--- src/design/icache_err_regs.svh ---
// register offsets, field positions, reset values and codes of the error-action block
`ifndef ICACHE_ERR_REGS_SVH
`define ICACHE_ERR_REGS_SVH
`define WAY_N 4
`define SET_W 6
// register byte offsets
`define CSR1_OFF 8'h00
`define SWINV_OFF 8'h04
`define STAT_OFF 8'h08
// cache_control_status_1 fields
`define EA_LSB 0
`define EDT_LSB 2
`define ECE_BIT 4
`define CSR1_RST 32'h0000_0000
`define EA_MCHK 2'h0
`define EA_CORR 2'h1
`define DT_PAR 2'h0
`define DT_EDC 2'h1
// set_way_invalidate_cmd fields
`define FW_WAY_LSB 24
`define FW_SET_LSB 5
`define FW_CMD_LSB 0
`define SWINV_RST 32'h0000_0000
`define CMD_INV 2'h0
`define CMD_PTR 2'h3
// status fields
`define ST_MC 0
`define ST_CORR 1
`define ST_BUSY 2
`define ST_PTR_LSB 4
// bus responses
`define RESP_OK 2'h0
`define RESP_SLV 2'h2
`endif

--- src/design/icache_err_pkg.sv ---
// types shared by the error-action block and its users
`include "icache_err_regs.svh"
package icache_err_pkg;
  typedef logic [`WAY_N-1:0] way_vec_t;
  // kind of lookup presented by the fetch and cache-management pipeline
  typedef enum logic [2:0] {OP_FETCH, OP_TOUCH, OP_LINE_INV, OP_TOUCH_LOCK, OP_LOCK_CLEAR} op_t;
  // one lookup with its per-way check results
  typedef struct packed {
    op_t op;              // operation kind
    logic cacheable;      // low when inhibit_attribute is set
    way_vec_t hit;        // tag match per way
    way_vec_t tag_err;    // tag check error per way
    way_vec_t tag_single; // tag error is single-bit
    way_vec_t lock;       // lock bit per way
    way_vec_t lock_err;   // lock bit itself in error
    way_vec_t data_err;   // requested double word in error
  } lookup_t;
  // one decided action, valid for one cycle
  typedef struct packed {
    logic valid;       // action present
    logic mchk;        // raise machine check
    logic relookup;    // repeat the lookup after correction
    logic serve_hit;   // deliver from the cache
    logic single_beat; // bypass cache, single-beat bus transfer
    logic nop;         // operation dropped silently
    way_vec_t fix;     // rewrite corrected tag
    way_vec_t inval;   // clear valid, lock bit untouched
    way_vec_t lock_set;
    way_vec_t lock_clr;
    logic refill;      // start a line refill
    logic [1:0] refill_way;
    logic refill_keep; // same line, keep lock, pointer held
  } action_t;
  typedef enum logic [1:0] {ST_IDLE, ST_CORR, ST_FILL} state_t;
endpackage

--- src/design/icache_err_action.sv ---
// error-action decision logic of the instruction cache lookup path
`timescale 1ns/1ps
`include "icache_err_regs.svh"
// Behaviour
// [RQ1] check-policy: tag error on cacheable lookup, machine check
// [RQ2] check-policy: hit with data error, machine check
// [RQ3] inhibited lookup with error: single beat, silent
// [RQ4] correction policy: tag error inserts correction cycle
// [RQ5] detection code: fix single-bit tags, invalidate others
// [RQ6] parity: no repair, invalidate every errored tag
// [RQ7] locked line invalidated: machine check, no replacement
// [RQ8] re-lookup data error: refill same line, pointer held
// [RQ9] clean re-lookup hit: ignore other data errors
// [RQ10] locked refill bus error: machine check, invalidate
// [RQ11] checking disabled: never signal any error
// [RQ12] set/way invalidate: always invalidate, report nothing
// [RQ13] touch with any error: silent no-op
// [RQ14] line invalidate hit clean/unlocked: invalidate, quiet
// [RQ15] line invalidate correction: fix, drop unlocked, quiet
// [RQ16] line invalidate locked errored hit or miss: untouched
// [RQ17] lock ops clean hit: set/clear lock, quiet
// [RQ18] touch-lock miss: machine check per policy
// [RQ19] lock-clear miss: machine check only for locked
// [RQ20] inhibited, no correction: tag error is a miss
// [RQ21] inhibited clean hit served from cache
// [RQ22] inhibited errored hit: miss, correct if unlocked
module icache_err_action (
  input wire logic ref_clk, // core clock, 250 MHz
  input wire logic reset_n, // async reset, active low
  input wire logic [7:0] awaddr, // write address
  input wire logic awvalid, // write address valid
  output logic awready, // write address ready
  input wire logic [31:0] wdata, // write data
  input wire logic [3:0] wstrb, // write byte strobes
  input wire logic wvalid, // write data valid
  output logic wready, // write data ready
  output logic [1:0] bresp, // write response
  output logic bvalid, // write response valid
  input wire logic bready, // write response ready
  input wire logic [7:0] araddr, // read address
  input wire logic arvalid, // read address valid
  output logic arready, // read address ready
  output logic [31:0] rdata, // read data
  output logic [1:0] rresp, // read response
  output logic rvalid, // read data valid
  input wire logic rready, // read data ready
  input wire logic lk_valid, // lookup result presented
  output logic lk_ready, // lookup accepted this cycle
  input wire icache_err_pkg::lookup_t lk, // lookup result
  output icache_err_pkg::action_t act, // decided action, one cycle
  input wire logic fill_done, // refill finished
  input wire logic fill_bus_err, // refill ended with bus error
  output logic swinv_valid, // set/way invalidate pulse
  output logic [1:0] swinv_way, // way to invalidate
  output logic [`SET_W-1:0] swinv_set, // set to invalidate
  output logic [1:0] repl_ptr // replacement pointer
);
  localparam int W = `WAY_N;
  // control and status storage
  logic [31:0] csr1_q, csr1_d; // cache_control_status_1
  logic [31:0] swreg_q, swreg_d; // set_way_invalidate_cmd image
  logic mc_seen_q, corr_seen_q; // sticky status
  logic [1:0] ptr_q; // replacement pointer
  icache_err_pkg::state_t st_q, st_d; // sequencer state
  icache_err_pkg::action_t act_q, act_d, fill_a; // action register
  logic [1:0] fway_q; // way under refill
  logic fkeep_q; // refill keeps lock and pointer
  // bus slave holding registers
  logic aw_have_q, w_have_q, bvalid_q, rvalid_q;
  logic [7:0] aw_addr_q;
  logic [31:0] w_data_q, rdata_q;
  logic [3:0] w_strb_q;
  logic [1:0] rresp_q, bresp_q;

  // decoded control fields
  wire [1:0] ea = csr1_q[`EA_LSB +: 2];
  wire [1:0] dt = csr1_q[`EDT_LSB +: 2];
  wire ece = csr1_q[`ECE_BIT];
  wire corr = (ea == `EA_CORR);
  wire edc = (dt == `DT_EDC);
  wire taken = lk_valid & lk_ready;

  // checking disabled masks the tag and data error reports at the source
  wire [W-1:0] te = lk.tag_err & {W{ece}}; // RQ11
  wire [W-1:0] de = lk.data_err & {W{ece}}; // RQ11
  logic [W-1:0] fixable, unc, hc, hcd;
  // per-way classification of the lookup
  genvar g;
  generate
    for (g = 0; g < W; g++) begin : g_way
      assign fixable[g] = te[g] & lk.tag_single[g] & edc; // RQ5 RQ6
      assign unc[g] = te[g] & ~fixable[g]; // RQ5 RQ6
      assign hc[g] = lk.hit[g] & ~te[g];
      assign hcd[g] = hc[g] & de[g];
    end
  endgenerate
  wire any_te = |te;
  wire any_hc = |hc;
  wire hit_derr = |hcd;
  wire any_lock = |lk.lock;
  wire unc_lock = |(unc & lk.lock);
  wire unc_lk2 = |(unc & (lk.lock | lk.lock_err));
  wire te_lock = |(te & lk.lock);

  // first clean hit way and replacement victim (first unlocked from pointer)
  logic [1:0] hit_way, victim;
  logic victim_ok;
  always_comb begin
    hit_way = 2'h0;
    victim = 2'h0;
    victim_ok = 1'b0;
    for (int i = W - 1; i >= 0; i--) begin
      if (hc[i]) begin
        hit_way = 2'(i);
      end
    end
    for (int k = W - 1; k >= 0; k--) begin
      if (!lk.lock[2'(ptr_q + 2'(k))]) begin
        victim = 2'(ptr_q + 2'(k));
        victim_ok = 1'b1;
      end
    end
  end

  // the policy decision for one accepted lookup
  logic go_corr, go_fill;
  always_comb begin
    act_d = '0;
    act_d.valid = 1'b1;
    go_corr = 1'b0;
    go_fill = 1'b0;
    case (lk.op)
      icache_err_pkg::OP_FETCH: begin
        if (!lk.cacheable) begin
          if (corr && any_te && !any_lock) begin
            act_d.fix = fixable; // RQ22
            act_d.inval = unc; // RQ22
            act_d.relookup = 1'b1;
            go_corr = 1'b1;
          end else if (any_hc && !hit_derr) begin
            act_d.serve_hit = 1'b1; // RQ21
          end else begin
            act_d.single_beat = 1'b1; // RQ3 RQ20 RQ22
          end
        end else if (!corr) begin
          if (any_te || hit_derr) begin
            act_d.mchk = 1'b1; // RQ1 RQ2
          end else if (any_hc) begin
            act_d.serve_hit = 1'b1;
          end else if (victim_ok) begin
            act_d.refill = 1'b1;
            act_d.refill_way = victim;
            go_fill = 1'b1;
          end else begin
            act_d.single_beat = 1'b1;
          end
        end else if (any_te) begin
          act_d.fix = fixable; // RQ4 RQ5
          act_d.inval = unc; // RQ5 RQ6
          act_d.mchk = unc_lock; // RQ7
          act_d.relookup = !unc_lock; // RQ7
          go_corr = !unc_lock;
        end else if (hit_derr) begin
          act_d.refill = 1'b1; // RQ8
          act_d.refill_way = hit_way;
          act_d.refill_keep = 1'b1;
          go_fill = 1'b1;
        end else if (any_hc) begin
          act_d.serve_hit = 1'b1; // RQ9
        end else if (victim_ok) begin
          act_d.refill = 1'b1;
          act_d.refill_way = victim;
          go_fill = 1'b1;
        end else begin
          act_d.single_beat = 1'b1;
        end
      end
      icache_err_pkg::OP_TOUCH: begin
        if (any_te || hit_derr || !lk.cacheable) begin
          act_d.nop = 1'b1; // RQ13
        end else if (any_hc) begin
          act_d.serve_hit = 1'b1;
        end else if (victim_ok) begin
          act_d.refill = 1'b1;
          act_d.refill_way = victim;
          go_fill = 1'b1;
        end else begin
          act_d.nop = 1'b1;
        end
      end
      icache_err_pkg::OP_LINE_INV: begin
        if (corr && any_te) begin
          act_d.fix = fixable; // RQ15
          act_d.inval = unc & ~lk.lock; // RQ15
          act_d.relookup = 1'b1;
          go_corr = 1'b1;
        end else begin
          // locked errored hits stay, misses touch nothing
          act_d.inval = lk.hit & ~(te & lk.lock); // RQ14 RQ16
        end
      end
      icache_err_pkg::OP_TOUCH_LOCK, icache_err_pkg::OP_LOCK_CLEAR: begin
        if (!lk.cacheable) begin
          act_d.nop = 1'b1;
        end else if (any_hc) begin
          if (lk.op == icache_err_pkg::OP_TOUCH_LOCK) begin
            act_d.lock_set = hc; // RQ17
          end else begin
            act_d.lock_clr = hc; // RQ17
          end
          act_d.inval = corr ? (unc & ~lk.lock) : '0; // RQ17
        end else if (!corr) begin
          // check policy: the two lock ops differ in what counts
          act_d.mchk = (lk.op == icache_err_pkg::OP_TOUCH_LOCK) ? any_te : te_lock; // RQ18 RQ19
        end else begin
          act_d.inval = unc; // RQ18 RQ19
          act_d.mchk = (lk.op == icache_err_pkg::OP_TOUCH_LOCK) ? unc_lock : unc_lk2; // RQ18 RQ19
        end
      end
      default: begin
        act_d.nop = 1'b1;
      end
    endcase
  end

  // end of refill: a bus error on a kept locked line is fatal
  always_comb begin
    fill_a = '0;
    fill_a.valid = fill_bus_err;
    fill_a.inval[fway_q] = fill_bus_err; // RQ10
    fill_a.mchk = fill_bus_err & fkeep_q; // RQ10
  end

  // sequencer next state
  always_comb begin
    st_d = st_q;
    case (st_q)
      icache_err_pkg::ST_IDLE: begin
        if (taken && go_corr) begin
          st_d = icache_err_pkg::ST_CORR;
        end else if (taken && go_fill) begin
          st_d = icache_err_pkg::ST_FILL;
        end
      end
      icache_err_pkg::ST_CORR: st_d = icache_err_pkg::ST_IDLE; // tag rewrite cycle
      icache_err_pkg::ST_FILL: begin
        if (fill_done) begin
          st_d = icache_err_pkg::ST_IDLE;
        end
      end
      default: st_d = icache_err_pkg::ST_IDLE;
    endcase
  end
  assign lk_ready = (st_q == icache_err_pkg::ST_IDLE);

  // sequencer, action register and refill bookkeeping
  always_ff @(posedge ref_clk or negedge reset_n) begin
    if (!reset_n) begin
      st_q <= icache_err_pkg::ST_IDLE;
      act_q <= '0;
      fway_q <= 2'h0;
      fkeep_q <= 1'b0;
    end else begin
      st_q <= st_d;
      act_q <= taken ? act_d : ((st_q == icache_err_pkg::ST_FILL && fill_done) ? fill_a : '0);
      if (taken && go_fill) begin
        fway_q <= act_d.refill_way;
        fkeep_q <= act_d.refill_keep;
      end
    end
  end
  assign act = act_q;

  // bus write path: address and data are latched independently
  wire aw_hs = awvalid & awready;
  wire w_hs = wvalid & wready;
  wire wr_go = aw_have_q & w_have_q & ~bvalid_q;
  wire [31:0] wmask = {{8{w_strb_q[3]}}, {8{w_strb_q[2]}}, {8{w_strb_q[1]}}, {8{w_strb_q[0]}}};
  wire wr_csr1 = wr_go & (aw_addr_q == `CSR1_OFF);
  wire wr_sw = wr_go & (aw_addr_q == `SWINV_OFF);
  wire wr_stat = wr_go & (aw_addr_q == `STAT_OFF);
  wire wr_hit = wr_csr1 | wr_sw | wr_stat;
  assign awready = ~aw_have_q;
  assign wready = ~w_have_q;
  assign csr1_d = (csr1_q & ~wmask) | (w_data_q & wmask);
  assign swreg_d = (swreg_q & ~wmask) | (w_data_q & wmask);
  wire [1:0] sw_cmd = swreg_d[`FW_CMD_LSB +: 2];
  wire sw_inv = wr_sw & (sw_cmd == `CMD_INV);
  wire sw_ptr = wr_sw & (sw_cmd == `CMD_PTR);

  always_ff @(posedge ref_clk or negedge reset_n) begin
    if (!reset_n) begin
      aw_have_q <= 1'b0;
      w_have_q <= 1'b0;
      aw_addr_q <= 8'h00;
      w_data_q <= 32'h0000_0000;
      w_strb_q <= 4'h0;
      bvalid_q <= 1'b0;
      bresp_q <= `RESP_OK;
    end else begin
      if (aw_hs) begin
        aw_have_q <= 1'b1;
        aw_addr_q <= awaddr;
      end else if (wr_go) begin
        aw_have_q <= 1'b0;
      end
      if (w_hs) begin
        w_have_q <= 1'b1;
        w_data_q <= wdata;
        w_strb_q <= wstrb;
      end else if (wr_go) begin
        w_have_q <= 1'b0;
      end
      if (wr_go) begin
        bvalid_q <= 1'b1;
        bresp_q <= wr_hit ? `RESP_OK : `RESP_SLV;
      end else if (bready) begin
        bvalid_q <= 1'b0;
      end
    end
  end
  assign bvalid = bvalid_q;
  assign bresp = bresp_q;

  // control registers, invalidate command and pointer
  always_ff @(posedge ref_clk or negedge reset_n) begin
    if (!reset_n) begin
      csr1_q <= `CSR1_RST;
      swreg_q <= `SWINV_RST;
      swinv_valid <= 1'b0;
      swinv_way <= 2'h0;
      swinv_set <= '0;
      ptr_q <= 2'h0;
    end else begin
      if (wr_csr1) begin
        csr1_q <= csr1_d;
      end
      if (wr_sw) begin
        swreg_q <= swreg_d;
      end
      // no tag match and no error report for this path
      swinv_valid <= sw_inv; // RQ12
      if (sw_inv) begin
        swinv_way <= swreg_d[`FW_WAY_LSB +: 2]; // RQ12
        swinv_set <= swreg_d[`FW_SET_LSB +: `SET_W];
      end
      // software load beats the advance after a clean normal fill
      if (sw_ptr) begin
        ptr_q <= swreg_d[`FW_WAY_LSB +: 2];
      end else if (st_q == icache_err_pkg::ST_FILL && fill_done && !fill_bus_err && !fkeep_q) begin
        ptr_q <= fway_q + 2'h1; // RQ8
      end
    end
  end
  assign repl_ptr = ptr_q;

  // sticky status: a new event wins over a same-cycle clear
  wire [31:0] w1c = w_data_q & wmask;
  always_ff @(posedge ref_clk or negedge reset_n) begin
    if (!reset_n) begin
      mc_seen_q <= 1'b0;
      corr_seen_q <= 1'b0;
    end else begin
      mc_seen_q <= act_q.mchk | (mc_seen_q & ~(wr_stat & w1c[`ST_MC]));
      corr_seen_q <= (|act_q.fix) | (|act_q.inval) | (corr_seen_q & ~(wr_stat & w1c[`ST_CORR]));
    end
  end

  // bus read path, one cycle from address to data
  logic [31:0] stat_v;
  always_comb begin
    stat_v = 32'h0000_0000;
    stat_v[`ST_MC] = mc_seen_q;
    stat_v[`ST_CORR] = corr_seen_q;
    stat_v[`ST_BUSY] = (st_q != icache_err_pkg::ST_IDLE);
    stat_v[`ST_PTR_LSB +: 2] = ptr_q;
  end
  wire rd_csr1 = (araddr == `CSR1_OFF);
  wire rd_sw = (araddr == `SWINV_OFF);
  wire rd_stat = (araddr == `STAT_OFF);
  wire [31:0] rd_mux = rd_csr1 ? csr1_q : (rd_sw ? swreg_q : (rd_stat ? stat_v : 32'h0000_0000));
  assign arready = ~rvalid_q;
  always_ff @(posedge ref_clk or negedge reset_n) begin
    if (!reset_n) begin
      rvalid_q <= 1'b0;
      rdata_q <= 32'h0000_0000;
      rresp_q <= `RESP_OK;
    end else if (arvalid && arready) begin
      rvalid_q <= 1'b1;
      rdata_q <= rd_mux;
      rresp_q <= (rd_csr1 | rd_sw | rd_stat) ? `RESP_OK : `RESP_SLV;
    end else if (rready) begin
      rvalid_q <= 1'b0;
    end
  end
  assign rvalid = rvalid_q;
  assign rdata = rdata_q;
  assign rresp = rresp_q;

  // checks on the decided actions and the replacement pointer
  wire cfetch = taken & (lk.op == icache_err_pkg::OP_FETCH) & lk.cacheable;
  a_chk_off_quiet: assert property (@(posedge ref_clk) disable iff (!reset_n)
    taken && !ece |=> !act.mchk && act.fix == '0) // RQ11
    else $error("error signalled with checking disabled");
  a_mchk_tag_err: assert property (@(posedge ref_clk) disable iff (!reset_n)
    cfetch && !corr && any_te |=> act.mchk && !act.serve_hit) // RQ1
    else $error("tag error did not raise machine check");
  a_mchk_data_err: assert property (@(posedge ref_clk) disable iff (!reset_n)
    cfetch && !corr && hit_derr |=> act.mchk) // RQ2
    else $error("data error hit did not raise machine check");
  a_inhib_quiet: assert property (@(posedge ref_clk) disable iff (!reset_n)
    taken && lk.op == icache_err_pkg::OP_FETCH && !lk.cacheable
    |=> !act.mchk && (act.single_beat || act.serve_hit || act.relookup)) // RQ3
    else $error("inhibited fetch misbehaved");
  a_corr_insert: assert property (@(posedge ref_clk) disable iff (!reset_n)
    cfetch && corr && any_te && !unc_lock |=> act.relookup && !lk_ready ##1 lk_ready) // RQ4
    else $error("correction cycle not inserted");
  a_parity_no_fix: assert property (@(posedge ref_clk) disable iff (!reset_n)
    taken && !edc |=> act.fix == '0) // RQ6
    else $error("tag repaired under parity");
  a_touch_silent: assert property (@(posedge ref_clk) disable iff (!reset_n)
    taken && lk.op == icache_err_pkg::OP_TOUCH && (any_te || hit_derr)
    |=> act.nop && !act.mchk && act.inval == '0) // RQ13
    else $error("touch with error not silent");
  a_lineinv_no_mc: assert property (@(posedge ref_clk) disable iff (!reset_n)
    taken && lk.op == icache_err_pkg::OP_LINE_INV |=> !act.mchk) // RQ14
    else $error("line invalidate raised machine check");
  a_keep_ptr_held: assert property (@(posedge ref_clk) disable iff (!reset_n)
    st_q == icache_err_pkg::ST_FILL && fkeep_q && fill_done && !sw_ptr
    |=> $stable(repl_ptr)) // RQ8
    else $error("pointer moved on same-line refill");
  a_bus_err_lock: assert property (@(posedge ref_clk) disable iff (!reset_n)
    st_q == icache_err_pkg::ST_FILL && fkeep_q && fill_done && fill_bus_err
    |=> act.mchk && act.inval[fway_q] && act.lock_clr == '0) // RQ10
    else $error("locked refill bus error not reported");
  c_corr_cycle: cover property (@(posedge ref_clk) disable iff (!reset_n)
    cfetch && corr && any_te ##1 act.relookup);
  c_same_refill: cover property (@(posedge ref_clk) disable iff (!reset_n)
    act.refill && act.refill_keep);
  c_lock_mchk: cover property (@(posedge ref_clk) disable iff (!reset_n)
    act.mchk && act.inval != '0);
endmodule

--- config.mk ---
export PLATFORM = sky130hd
export DESIGN_NAME = icache_err_action
export DESIGN_NICKNAME = d
export VERILOG_FILES = /design/src/design/icache_err_pkg.sv /design/src/design/icache_err_action.sv
export VERILOG_INCLUDE_DIRS = /design/src /design/src/design
export SDC_FILE = /design/constraint.sdc
export NUM_CORES = 1
export LEC_CHECK = 0
export BUFFER_PORTS_ARGS = -buffer_cell sky130_fd_sc_hd__buf_2
export CORE_MARGIN = 10
export CORE_UTILIZATION = 45
export CTS_BUF_LIST = sky130_fd_sc_hd__clkbuf_8
export CTS_CLUSTER_DIAMETER = 40
export CTS_CLUSTER_SIZE = 12
export DETAILED_ROUTE_END_ITERATION = 7
export PLACE_DENSITY = 0.68
export REMOVE_ABC_BUFFERS = 1
export SKIP_CTS_REPAIR_TIMING = 1
export SYNTH_ARGS = -nofsm -noshare
export SYNTH_HDL_FRONTEND = slang
export SYNTH_SLANG_ARGS = --single-unit
--- constraint.sdc ---
create_clock -name ref_clk -period 2.8 [get_ports ref_clk]
set_clock_uncertainty 0.05 [all_clocks]
set_input_delay 0.28 -clock ref_clk [delete_from_list [all_inputs] [get_ports ref_clk]]
set_output_delay 0.28 -clock ref_clk [all_outputs]
set_load 0.005 [all_outputs]
==> impl_metrics.yaml <==
power:
  pwr-share-clk_pct: 26.3
  pwr-share-seq_pct: 55.2
  p_switching_mw: 2.04
  irDropWorstVdd_uv: 464
  sw_frac_of_total_pct: 30.2
  p_leak_nw: 5.04
  comb_power_share_pct: 18.5
  p_int_mw: 4.70
  power_mw: 6.74
  pwr_density_cell_mw_per_mm2: 661
detailed_routing:
  ant_nets: 0
  drt_iter0_drc: 329
  viasPerCell: 5.40
  drc_errors: 0
  wirelength_um: 21200
  avgRoutedWirePerCell_um: 18.3
  vias: 6242
  firstDrtPassIters: 5
yosys:
  syn_area_mm2: 0.00824
  synth.distinct_cells: 54
  synthCells: 704
  synthMuxAreaShare_pct: 16.6
  avgSynthCellArea_um2: 11.7
  ys_warn_count: 0
  synth_xor_area_share_pct: 0
  ys_async_sr_fraction_pct: 100
  yosysTopAreaCellShare_pct: 57.7
  synth_edf_count: 0
  ys_ff_latch: 190
  synth_fa_ha_area_share_pct: 0.608
  synth_top_family_by_area: "multiplexers"
  synth_ff_type: "dfrtp_1"
  synth-seq-area-share_pct: 57.7
  synth_compound_area_share_pct: 11.7
  synthTopCellsByArea: "dfrtp_1 (58%), mux2_2 (15%), nand2_1 (3.6%)"
  synth-simple-area-share_pct: 11.0
  synth_top_area_cell: "dfrtp_1"
worst_hold_path:
  whs_path_depth: 2
  hp-class: "in -> reg"
  min_from: "awaddr[4]"
  min_to: "aw_addr_q[4]$_DFFE_PN0P_"
clock_tree:
  cts_sinks: 190
  cts-buffers-inserted: 17
  clk_pin_slew_ns: 0.10
  insertion_delay_ns: 0.46
  cts.root.buffer_cell: "clkbuf_8"
  tritoncts: "yes"
  htreeDepth: 4
  clockBufferDepth: 2
sta:
  hold_viol: 0
  setup_violations: 0
  slew_headroom_pct: 50.8
  maxSlewViolCount: 0
  clock.fmax_ghz: 0.380
  timing.final.crit_share_pct: 94.0
  rsz0062_at_grt: "false"
  finalHoldWorstSlack_ns: 0.00888
  timing.setup.tns_ns: 0
  fin_crit_ns: 2.63
  worst_slew_pin_slew_ns: 0.737
grt:
  use_met3_pct: 5.13
  top_usage_layer: "met2"
  met2_usage_pct: 27.2
  grt_pass1_wl_um: 33900
  grt_max_degree: 88
  grt_usage_pct: 17.4
  grt_pass1_vias: 6288
  antenna_found_initial: 0
  gr-total-overflow: 0
  grtUsageMet1_pct: 23.2
critical_path:
  regToRegSetupSlack_ns: 0.17
  crit_path_start_kind: "flip-flop"
  cp_max_fo: 17
  end_kind: "flip-flop"
  arrival_ns: 2.92
  cp_top_family: "simple AND/OR/NAND/NOR gates"
  path_buf_inv: 0
  setup.worst_path.class: "reg -> reg"
  crit_path_top_delay_cell: "or4_1"
  reg2reg_depth: 6
  cpPeakStageDelay_ns: 0.55
  r2r-start: "aw_addr_q[1]$_DFFE_PN0P_"
  worstReg2RegEnd: "swinv_set[4]$_DFFE_PN0P_"
  cp.required_ns: 3.09
  path_cells: "or4_1 > or4_4 > or3b_1 > or2_2 > nand2_1 > o21ai_1"
floorplanning:
  pin_count: 169
  rows: 49
  fp.dieW_um: 155
  start_util_pct: 45.8
  coreArea_mm2: 0.0180
  die_h_um: 155
  die-area_mm2: 0.0241
layout:
  final_nets: 1009
  antennaDiodeCount: 0
  final_core_util_pct: 56.7
  area_growth_pct: 23.7
  layout_commonest_cell: "dfrtp_1"
  final_cell_mix: "dfrtp_1 (190), buf_2 (165), mux2_2 (107)"
  layout-drive-gt1-share_pct: 35.5
placed_design:
  place_congestion: 0.876
  io_buffers: 166
  place_hpwl_um: 15200
status:
  status: "finished clean"
job:
  max_cap_viol_count: 0
-- layer usage --
layer / vias to the layer above / share of wire, %
met5: - / 0
met4: 0 / 0.94
met3: 19 / 7.4
met2: 208 / 47
met1: 3065 / 44
li1: 2950 / -
-- worst register-to-register path, cell delays in order, from the launching register on --
cell and delay [ns]:
dfrtp_1 0.39, or4_1 0.55, or4_4 0.46, or3b_1 0.44, or2_2 0.45, nand2_1 0.11, o21ai_1 0.07
-- final cells by class --
cell class,count,area [um^2]
clock buffer,17,234
clock inverter,14,151
fill,1559,7780
inverter,14,52.6
multi-input combinational,470,3310
sequential,190,4750
tap,229,287
timing repair buffer,222,1390
-- cell families (layout without fill, tap and decap cells) --
kind of cell | Yosys count | count (layout)
flip-flops | 190 | 190
AND/OR/NAND/NOR | 188 | 188
AO/OA/AOI/OAI | 153 | 153
multiplexers | 123 | 123
buffers and inverters | 45 | 267
adder cells (fa/ha/maj) | 4 | 4
other | 1 | 2
-- worst max-delay path by stage --
stage                        startpoint                        to  cells past startpoint
3_3_place_gp   aw_addr_q[1]$_DFFE_PN0P_  swinv_way[1]$_DFFE_PN0P_                      6
5_1_grt        aw_addr_q[1]$_DFFE_PN0P_  swinv_set[2]$_DFFE_PN0P_                      6
3_5_place_dp   aw_addr_q[1]$_DFFE_PN0P_  swinv_way[1]$_DFFE_PN0P_                      6
6_report       aw_addr_q[1]$_DFFE_PN0P_  swinv_set[4]$_DFFE_PN0P_                      6
4_1_cts        aw_addr_q[1]$_DFFE_PN0P_  swinv_set[4]$_DFFE_PN0P_                      6
2_1_floorplan                 araddr[7]     rdata[10]$_DFFE_PN0P_                      5
-- synth_stat cells, types with 3 or more instances --
library cell    n
a22oi_1        32
a21oi_1        22
nand2b_1        9
o21ai_0        56
o21ai_1         8
nor3_1          7
o2111ai_1       3
nor2_1         34
inv_1          14
clkbuf_1       27
nor4_1          5
o22ai_1         4
a21boi_0        3
or2_2           3
and3_1          7
and4_1          3
o211ai_1        3
dfrtp_1       190
mux2_2        107
mux2i_1        16
ha_1            4
nor2b_1        10
nand3_1         9
nand4_1         7
nand2_1        79
a32oi_1         4
a2111oi_0       3
-- power groups by stage --
| stage | Sequential [mW] | Clock (mW) | Combinational (mW) |
|---|---|---|---|
| after floorplan | 3.62 | 0 | 0.821 |
| after global placement | 3.76 | 0 | 1.18 |
| after detailed placement | 3.78 | 0 | 1.21 |
| after CTS | 3.72 | 1.82 | 1.21 |
| after global routing | 3.81 | 1.94 | 1.40 |
| final | 3.72 | 1.77 | 1.25 |
-- through the flow --
| stage | worst slack (ns) | cell area, um^2 | cells |
|---|---|---|---|
| after global routing | 0.0502 | 10200 | 1156 |
| final | 0.168 | 10200 | 1156 |
| after floorplan | 0.0498 | 8100 | 674 |
| after detailed placement | 0.107 | 9370 | 1082 |
| after global placement | 0.215 | 9370 | 1082 |
| after CTS | 0.0934 | 9750 | 1113 |
No activity file was read; power rests on OpenSTA's default activity.
